File: src/logic/dpsem_params.svh
// Constants for the host controller of one dual-port RAM port.
`ifndef DPSEM_PARAMS_SVH
`define DPSEM_PARAMS_SVH

`define CLK_PERIOD_NS                10
`define SETUP_NS                     10
`define WRITE_PULSE_NS               20
`define READ_ACCESS_NS               20
`define RECOVER_NS                   10
`define FLAG_RELEASE_GAP_NS          10
`define FLAG_WRITE_TO_READ_DELAY_NS  10
`define DRIVE_ENABLE_ACCESS_DELAY_NS 10

`define NS2CYC(t) (((t) + `CLK_PERIOD_NS - 1) / `CLK_PERIOD_NS)
`define SETUP_CYC   (8'(`NS2CYC(`SETUP_NS)))
`define WRITE_CYC   (8'(`NS2CYC(`WRITE_PULSE_NS)))
`define READ_CYC    (8'(`NS2CYC(`READ_ACCESS_NS)))
`define RECOVER_CYC (8'(`NS2CYC(`RECOVER_NS)))
`define FLAG_GAP_CYC (8'( \
   (`FLAG_RELEASE_GAP_NS > `FLAG_WRITE_TO_READ_DELAY_NS) \
   ? `NS2CYC(`FLAG_RELEASE_GAP_NS) : `NS2CYC(`FLAG_WRITE_TO_READ_DELAY_NS)))
`define FLAG_READ_CYC (8'(`NS2CYC(`DRIVE_ENABLE_ACCESS_DELAY_NS)))

`define MBX_TOP_ADDR  16'hFFFF
`define MBX_NEXT_ADDR 16'hFFFE
`define FLAG_IDX_MASK 16'h0007
`define ADDR_W        16
`define DATA_W        18
`define LOW_LANE_HI   8
`define HIGH_LANE_LO  9

`endif

File: src/logic/dpsem_pkg.sv
// Types shared by the dual-port RAM port host controller.
package dpsem_pkg;
   typedef enum logic [5:0] {
      ST_IDLE  = 6'h01,
      ST_SETUP = 6'h02,
      ST_WR    = 6'h04,
      ST_GAP   = 6'h08,
      ST_RD    = 6'h10,
      ST_DONE  = 6'h20
   } phase_t;

   typedef enum logic [2:0] {
      OP_READ      = 3'h0,
      OP_WRITE     = 3'h1,
      OP_SEM_TAKE  = 3'h2,
      OP_SEM_GIVE  = 3'h3,
      OP_SEM_PEEK  = 3'h4,
      OP_MBX_SEND  = 3'h5,
      OP_MBX_FETCH = 3'h6
   } op_t;

   typedef struct packed {
      op_t         op;
      logic [15:0] addr;
      logic [17:0] wdata;
      logic [1:0]  byte_en;
   } req_t;

   typedef struct packed {
      logic [17:0] rdata;
      logic        owned;
   } resp_t;

   typedef struct packed {
      logic        ce_n;
      logic        rw_n;
      logic        oe_n;
      logic        sem_n;
      logic        high_byte_sel_n;
      logic        low_byte_sel_n;
      logic [15:0] addr;
      logic [17:0] dout;
      logic        dq_oe;
   } pins_t;

   typedef struct packed {
      phase_t phase;
      req_t   req;
      pins_t  pins;
      resp_t  resp;
      logic   mail_pending;
   } host_state_t;

   typedef struct packed {
      logic [7:0] count;
   } timer_state_t;
endpackage

File: src/logic/port_strobe_timer.sv
// Down counter that times each phase of a port access.
`timescale 1ns/100ps
module port_strobe_timer (
   input  wire logic       sys_clk,  // System clock.
   input  wire logic       rst_n,    // Asynchronous reset, active low.
   input  wire logic       clk_en,   // Freezes the count while low.
   input  wire logic       load,     // Restart the count.
   input  wire logic [7:0] load_val, // Cycles to count.
   output logic            expired   // Count has reached zero.
);
   dpsem_pkg::timer_state_t cur;
   dpsem_pkg::timer_state_t next_cur;

   always_comb begin
      next_cur = cur;
      if (load) begin
         next_cur.count = load_val;
      end else if (cur.count != 8'h00) begin
         next_cur.count = cur.count - 8'h01;
      end
   end

   always_ff @(posedge sys_clk or negedge rst_n) begin
      if (!rst_n) begin
         cur <= '0;
      end else if (clk_en) begin
         cur <= next_cur;
      end
   end

   assign expired = (cur.count == 8'h00);
endmodule

File: src/logic/dpsem_host.sv
// Host controller driving one port of an asynchronous dual-port RAM.
`timescale 1ns/100ps
`include "dpsem_params.svh"
module dpsem_host (
   input  wire logic             sys_clk,      // System clock, 100 MHz.
   input  wire logic             rst_n,        // Async reset, active low.
   input  wire logic             clk_en,       // Freezes all state if low.
   input  wire logic             is_left_port, // High when wired to left.
   input  wire logic             cmd_valid,    // Command offered.
   output logic                  cmd_ready,    // Command taken when high.
   input  wire dpsem_pkg::req_t  cmd,          // Command contents.
   input  wire logic             sem_abort,    // Cancel a flag poll.
   output logic                  resp_valid,   // One-cycle answer strobe.
   output dpsem_pkg::resp_t      resp,         // Answer contents.
   output logic                  mail_pending, // Own mailbox interrupt.
   output dpsem_pkg::pins_t      pins,         // Port control and data out.
   input  wire logic [17:0]      dq_in,        // Data pins as read.
   input  wire logic             int_n,        // Interrupt pin, active low.
   input  wire logic             busy_n        // Arbitration stall, low.
);
   dpsem_pkg::host_state_t cur;
   dpsem_pkg::host_state_t next_cur;
   logic                   tmr_load;
   logic [7:0]             tmr_val;
   logic                   tmr_done;
   logic                   flag_op;
   logic                   write_op;
   logic                   ram_op;

   port_strobe_timer u_timer (
      .sys_clk  (sys_clk),
      .rst_n    (rst_n),
      .clk_en   (clk_en),
      .load     (tmr_load),
      .load_val (tmr_val),
      .expired  (tmr_done)
   );

   // Flag operations go through the flag select, never the chip enable.
   always_comb begin
      flag_op  = (cur.req.op == dpsem_pkg::OP_SEM_TAKE) ||
                 (cur.req.op == dpsem_pkg::OP_SEM_GIVE) ||
                 (cur.req.op == dpsem_pkg::OP_SEM_PEEK);
      write_op = (cur.req.op == dpsem_pkg::OP_WRITE) ||
                 (cur.req.op == dpsem_pkg::OP_MBX_SEND) ||
                 (cur.req.op == dpsem_pkg::OP_SEM_TAKE) ||
                 (cur.req.op == dpsem_pkg::OP_SEM_GIVE);
      ram_op   = !flag_op;
   end

   always_comb begin
      next_cur = cur;
      tmr_load = 1'b0;
      tmr_val  = 8'h00;
      // The interrupt pin is followed one cycle late and left to the user.
      next_cur.mail_pending = !int_n;
      unique case (cur.phase)
         dpsem_pkg::ST_IDLE: begin
            // Idle port is deselected so the device powers down.
            next_cur.pins.ce_n            = 1'b1;
            next_cur.pins.sem_n           = 1'b1;
            next_cur.pins.oe_n            = 1'b1;
            next_cur.pins.rw_n            = 1'b1;
            next_cur.pins.high_byte_sel_n = 1'b1;
            next_cur.pins.low_byte_sel_n  = 1'b1;
            next_cur.pins.dq_oe           = 1'b0;
            if (cmd_valid) begin
               next_cur.req   = cmd;
               next_cur.phase = dpsem_pkg::ST_SETUP;
               tmr_load = 1'b1;
               tmr_val  = `SETUP_CYC;
               unique case (cmd.op)
                  dpsem_pkg::OP_MBX_SEND: begin
                     next_cur.req.addr = is_left_port ?
                        `MBX_TOP_ADDR : `MBX_NEXT_ADDR;
                     next_cur.req.byte_en = 2'h3;
                  end
                  dpsem_pkg::OP_MBX_FETCH: begin
                     next_cur.req.addr = is_left_port ?
                        `MBX_NEXT_ADDR : `MBX_TOP_ADDR;
                     next_cur.req.byte_en = 2'h3;
                  end
                  dpsem_pkg::OP_SEM_TAKE, dpsem_pkg::OP_SEM_GIVE,
                  dpsem_pkg::OP_SEM_PEEK: begin
                     // Upper address bits are don't-care on the device.
                     next_cur.req.addr = cmd.addr & `FLAG_IDX_MASK;
                  end
                  default: begin
                  end
               endcase
               next_cur.pins.addr = next_cur.req.addr;
            end
         end
         dpsem_pkg::ST_SETUP: begin
            if (tmr_done) begin
               tmr_load = 1'b1;
               if (flag_op) begin
                  // Chip enable and byte selects stay high for flags.
                  next_cur.pins.sem_n = 1'b0;
               end else begin
                  next_cur.pins.ce_n            = 1'b0;
                  next_cur.pins.high_byte_sel_n = !cur.req.byte_en[1];
                  next_cur.pins.low_byte_sel_n  = !cur.req.byte_en[0];
               end
               if (write_op) begin
                  next_cur.phase      = dpsem_pkg::ST_WR;
                  next_cur.pins.rw_n  = 1'b0;
                  next_cur.pins.dq_oe = 1'b1;
                  tmr_val = `WRITE_CYC;
                  if (cur.req.op == dpsem_pkg::OP_SEM_TAKE) begin
                     next_cur.pins.dout = '0;
                  end else if (cur.req.op == dpsem_pkg::OP_SEM_GIVE) begin
                     next_cur.pins.dout = '1;
                  end else begin
                     next_cur.pins.dout = cur.req.wdata;
                  end
               end else begin
                  next_cur.phase     = dpsem_pkg::ST_RD;
                  next_cur.pins.oe_n = 1'b0;
                  tmr_val = flag_op ? `FLAG_READ_CYC : `READ_CYC;
               end
            end
         end
         dpsem_pkg::ST_WR: begin
            // A stalled port's mailbox write would be dropped, so hold on.
            if (ram_op && !busy_n) begin
               tmr_load = 1'b1;
               tmr_val  = `WRITE_CYC;
            end else if (tmr_done) begin
               next_cur.phase      = dpsem_pkg::ST_GAP;
               next_cur.pins.rw_n  = 1'b1;
               next_cur.pins.sem_n = 1'b1;
               next_cur.pins.ce_n  = 1'b1;
               next_cur.pins.high_byte_sel_n = 1'b1;
               next_cur.pins.low_byte_sel_n  = 1'b1;
               next_cur.pins.dq_oe = 1'b0;
               tmr_load = 1'b1;
               tmr_val  = (cur.req.op == dpsem_pkg::OP_SEM_TAKE) ?
                          `FLAG_GAP_CYC : `RECOVER_CYC;
            end
         end
         dpsem_pkg::ST_GAP: begin
            if (tmr_done) begin
               if (cur.req.op == dpsem_pkg::OP_SEM_TAKE) begin
                  next_cur.phase      = dpsem_pkg::ST_RD;
                  next_cur.pins.sem_n = 1'b0;
                  next_cur.pins.oe_n  = 1'b0;
                  tmr_load = 1'b1;
                  tmr_val  = `FLAG_READ_CYC;
               end else begin
                  next_cur.phase = dpsem_pkg::ST_DONE;
               end
            end
         end
         dpsem_pkg::ST_RD: begin
            // A stalled port cannot clear its interrupt; wait for release.
            if (ram_op && !busy_n) begin
               tmr_load = 1'b1;
               tmr_val  = `READ_CYC;
            end else if (tmr_done) begin
               next_cur.resp.rdata = dq_in;
               next_cur.resp.owned = 1'b0;
               next_cur.pins.oe_n  = 1'b1;
               next_cur.pins.sem_n = 1'b1;
               next_cur.pins.ce_n  = 1'b1;
               next_cur.pins.high_byte_sel_n = 1'b1;
               next_cur.pins.low_byte_sel_n  = 1'b1;
               tmr_load = 1'b1;
               tmr_val  = `RECOVER_CYC;
               if (cur.req.op == dpsem_pkg::OP_SEM_TAKE) begin
                  if (!dq_in[0]) begin
                     next_cur.resp.owned = 1'b1;
                     next_cur.phase      = dpsem_pkg::ST_GAP;
                     next_cur.req.op     = dpsem_pkg::OP_SEM_PEEK;
                  end else if (sem_abort) begin
                     // Withdraw the pending request so it cannot be granted.
                     next_cur.req.op = dpsem_pkg::OP_SEM_GIVE;
                     next_cur.phase  = dpsem_pkg::ST_SETUP;
                     tmr_val = `FLAG_GAP_CYC;
                  end else begin
                     next_cur.phase = dpsem_pkg::ST_GAP;
                     tmr_val = `FLAG_GAP_CYC;
                  end
               end else begin
                  next_cur.phase = dpsem_pkg::ST_GAP;
               end
            end
         end
         dpsem_pkg::ST_DONE: begin
            // The answer strobe stands for this one cycle only.
            next_cur.phase = dpsem_pkg::ST_IDLE;
         end
      endcase
   end

   // Reset parks every strobe high so the device sits powered down.
   always_ff @(posedge sys_clk or negedge rst_n) begin
      if (!rst_n) begin
         cur <= '0;
         cur.phase <= dpsem_pkg::ST_IDLE;
         cur.pins.ce_n <= 1'b1;
         cur.pins.rw_n <= 1'b1;
         cur.pins.oe_n <= 1'b1;
         cur.pins.sem_n <= 1'b1;
         cur.pins.high_byte_sel_n <= 1'b1;
         cur.pins.low_byte_sel_n <= 1'b1;
      end else if (clk_en) begin
         cur <= next_cur;
      end
   end

   // Handshake outputs decode the phase; the pins come straight from flops.
   assign cmd_ready    = (cur.phase == dpsem_pkg::ST_IDLE);
   assign resp_valid   = (cur.phase == dpsem_pkg::ST_DONE);
   assign resp         = cur.resp;
   assign mail_pending = cur.mail_pending;
   assign pins         = cur.pins;
endmodule

File: config.mk
export PLATFORM = sky130hd
export DESIGN_NAME = dpsem_host
export DESIGN_NICKNAME = d
export VERILOG_FILES = /design/src/logic/dpsem_pkg.sv /design/src/logic/port_strobe_timer.sv /design/src/logic/dpsem_host.sv
export VERILOG_INCLUDE_DIRS = /design/src /design/src/logic
export SDC_FILE = /design/constraint.sdc
export NUM_CORES = 1
export LEC_CHECK = 0
export BUFFER_PORTS_ARGS = -buffer_cell sky130_fd_sc_hd__buf_2
export CAP_MARGIN = 20
export CORE_UTILIZATION = 35
export CTS_CLUSTER_SIZE = 8
export DETAILED_ROUTE_END_ITERATION = 12
export GPL_ROUTABILITY_DRIVEN = 0
export HOLD_SLACK_MARGIN = 0.03
export PLACE_DENSITY = 0.62
export SETUP_SLACK_MARGIN = 0.5
export SLEW_MARGIN = 20
export SYNTH_ARGS = -nofsm -noshare
export SYNTH_HDL_FRONTEND = slang
export SYNTH_HIERARCHICAL = 1
export SYNTH_SLANG_ARGS = --single-unit
File: constraint.sdc
create_clock -name sys_clk -period 2.7 [get_ports sys_clk]
set_input_delay 0.54 -clock sys_clk [delete_from_list [all_inputs] [get_ports sys_clk]]
set_output_delay 0.54 -clock sys_clk [all_outputs]
set_load 0.01 [all_outputs]
==> results.txt <==
Post-synth EDFFs -> 0
Sequential share of the synthesized area -> 46.3%
Tmin final -> 2.32 ns
Critical path class -> flip-flop to flip-flop
Port-buffer cells -> 127
WP data arrival -> 2.59 ns
Via density -> 5.23
Hpwl dp -> 8640 µm
Hold-fix buffers, CTS -> 0
Mean post-synth cell area -> 10.3 µm²
Drt total wl -> 14300 µm
Worst skew pair latency -> 0.35 ns
Final setup viols -> 0
Layout fillers -> 1349
Crit-path max FO -> 6
FF-to-FF setup slack -> 0.38 ns
RSZ-0062 raised after global routing -> true
TritonCTS clock tree -> done
Worst-Margin Slew -> 0.642 ns
Post-synth ARST share -> 100%
Post-DRT Antenna Nets -> 0
Max VDD drop -> 0.000368 V
Post-synth cell types -> 69
Clock power frac -> 24.3%
Clock sinks -> 98
GR Util All Layers -> 16.8%
Required @ worst endpoint -> 2.97 ns
Most frequent cells in the layout -> buf_2, dfrtp_1, buf_4, o21ai_0, nor2_1
Congestion Overflow GR -> 0
Largest net degree at the start of global routing -> 49
Net Switching -> 1.96 mW
H-Tree Depth -> 3
DRC -> 10
Internal power -> 3.63 mW
Syn. warnings -> 6
Hold/Removal Path Class -> input port to asynchronous set/reset pin
# rows -> 44
Skew final -> 0.0110 ns
Critical Path Start Type -> flip-flop
Core area -> 0.0146 mm²
Share of power burned in registers -> 35.6%
Setup TNS -> 0 ns
Max-cap violation count -> 0
Chip height -> 125 µm
Pre-antenna DRT Iters -> 8
Met2 Usage GRT -> 28.2%
Busiest grt layer -> met2
Top-level I/O count -> 128
Status -> finished, violations left
Gate power share -> 40.1%
Clock buffer count from CTS -> 9
FF+latch count, synth -> 98
RR Startpoint -> u_timer/cur[0]$_DFFE_PN0P_
Grt met1 use -> 21.4%
CTS root buffer -> clkbuf_16
Leak pwr -> 3.54 nW
Fin crit share -> 85.9%
Routed vias -> 4365
RR Endpoint -> u_timer/cur[0]$_DFFE_PN0P_
Clk slew on worst S/H paths -> 0.07 ns
Final setup margin -> 0.382 ns
Rel. slew slack -> 57.2%
Area growth syn-to-layout -> 32.0%
First-pass GRT wire length -> 21000 µm
Diodes inserted -> 0
Starting Density -> 36.3%
Starting DRT DRC Count -> 385
Synth Cell Area -> 0.00531 mm²
Number of global-route vias before repair -> 4091
Met3 usage -> 3.42%
Initial antenna violation count -> 0
Failing checks -> design-rule violations
Hold slack -> 0.207 ns
Total power -> 5.58 mW
Top FF cell, synth -> dfrtp_1
Clock Path Buffers -> 2
Full die area -> 0.0157 mm²
Power Density -> 797 mW/mm²
Layout cell share with drive strength beyond 1 -> 52.7%
Sw Share -> 35.0%
Die X -> 125 µm
Commonest non-fill, non-tap cell in the layout -> buf_2
Fin. Hold Viols -> 0
Avg WL per Cell -> 17.2 µm
Slew Limit Fails -> 0
Place WS -> 0.217 ns
Reg2reg path depth -> 14
Fmax -> 431 MHz
# nets final -> 712
Crit end category -> flip-flop
Synthesized instance count -> 518
[worst max-delay path by stage]
stage,slack [ns],from,depth (start not counted),to
finish,0.38,u_timer/cur[0]$_DFFE_PN0P_,14,u_timer/cur[0]$_DFFE_PN0P_
global route,0.27,cur[101]$_DFFE_PN0P_,9,u_timer/cur[5]$_DFFE_PN0P_
CTS,0.43,u_timer/cur[1]$_DFFE_PN0P_,11,u_timer/cur[5]$_DFFE_PN0P_
detailed placement,0.22,u_timer/cur[4]$_DFFE_PN0P_,9,u_timer/cur[6]$_DFFE_PN0P_
global placement,0.30,u_timer/cur[4]$_DFFE_PN0P_,9,u_timer/cur[6]$_DFFE_PN0P_
floorplan,0.27,u_timer/cur[0]$_DFFE_PN0P_,10,resp[10]$_DFFE_PN0P_
[per-stage QoR]
stage,area [µm²],util (%),cells
after floorplan,5440,-,523
after global placement,5800,39.6,762
after detailed placement,5800,39.6,762
after CTS,6400,43.7,803
after global routing,7010,47.9,835
final,7010,47.9,835
[cells in the mapped netlist, drive strengths merged (2+ instances only)]
master / number / area, µm²
a22oi: 2 / 15.0
a21oi: 13 / 65.1
o41ai: 3 / 26.3
a31oi: 5 / 31.3
nand2: 36 / 138
a41oi: 2 / 17.5
inv: 17 / 63.8
xor2: 2 / 17.5
dfrtp: 91 / 2280
a221o: 3 / 30.0
o21ai: 68 / 340
or2: 3 / 21.3
nor2b: 4 / 25.0
a221oi: 2 / 23.8
o31ai: 2 / 28.8
or3: 3 / 18.8
nand2b: 3 / 18.8
nor4: 5 / 52.6
buf: 71 / 536
or4: 3 / 30.0
or3b: 3 / 26.3
and3: 5 / 31.3
a2111oi: 14 / 141
a32oi: 2 / 17.5
clkbuf: 21 / 78.8
nor3b: 3 / 33.8
dfstp: 7 / 184
mux2i: 3 / 30.0
o2bb2ai: 2 / 17.5
nand3b: 2 / 15.0
nor3: 8 / 51.3
a21o: 15 / 113
mux2: 43 / 484
nand3: 4 / 32.5
o22ai: 3 / 18.8
nor2: 29 / 109
[sequential cells by signal, summed over array words and instances, names as in the netlist]
signal and cells:
cur 29, mail_pending 1, pins 41, u_timer/cur 8
resp 19
[worst max-delay path, cell delays in order, from the launching register on]
cell and delay, ns:
dfrtp_1 0.40, inv_2 0.08, ha_4 0.13, or3b_4 0.39, nor2_4 0.19, nand2_2 0.10
nor2_4 0.11, buf_4 0.11, buf_4 0.09, buf_4 0.10, buf_4 0.09, a221o_1 0.10
nand3b_1 0.13, o41ai_2 0.09, a21oi_2 0.12
[layer usage]
layer | wire length [µm] | vias to the layer above
met4 | 255 | 0
li1 | - | 2049
met3 | 610 | 19
met5 | 0 | -
met2 | 7220 | 147
met1 | 6240 | 2150
[final cells by class]
type / instances / area [µm²] / area share [%]
Clock buffer: 11 / 253 / 3.61
Sequential cell: 98 / 2470 / 35.2
Inverter: 17 / 68.8 / 0.982
Tap cell: 184 / 230 / 3.28
Timing Repair Buffer: 203 / 1380 / 19.7
Clock inverter: 5 / 66.3 / 0.946
Multi-Input combinational cell: 317 / 2540 / 36.2
[power by group through the flow]
stage               Clock (mW)  Combinational (mW)  Sequential, mW
detailed placement           0                1.73            2.01
global placement             0                1.69            1.99
global route              1.47                2.44            2.03
floorplan                    0                1.46            1.92
finish                    1.36                2.24            1.99
CTS                       1.41                1.97            1.97
[what timing repair did]
action	CTS	global route
setup endpoints to repair	85	75
resized for setup	35	68
pin swaps	14	37
setup buffers	24	23
cloned	1	9
[kinds of logic (layout without fill, tap and decap cells)]
kind of cell,count (synthesis),count (layout),synth area share (%)
simple gates,116,117,12.4
other cells,1,6,0.0706
flops,98,98,46.3
fa+ha+maj,1,1,0.236
xor+xnor,3,3,0.495
compound gates,144,144,18.0
mux,46,46,9.68
buf+inv,109,236,12.8
Power figures use the tool's default switching activity.
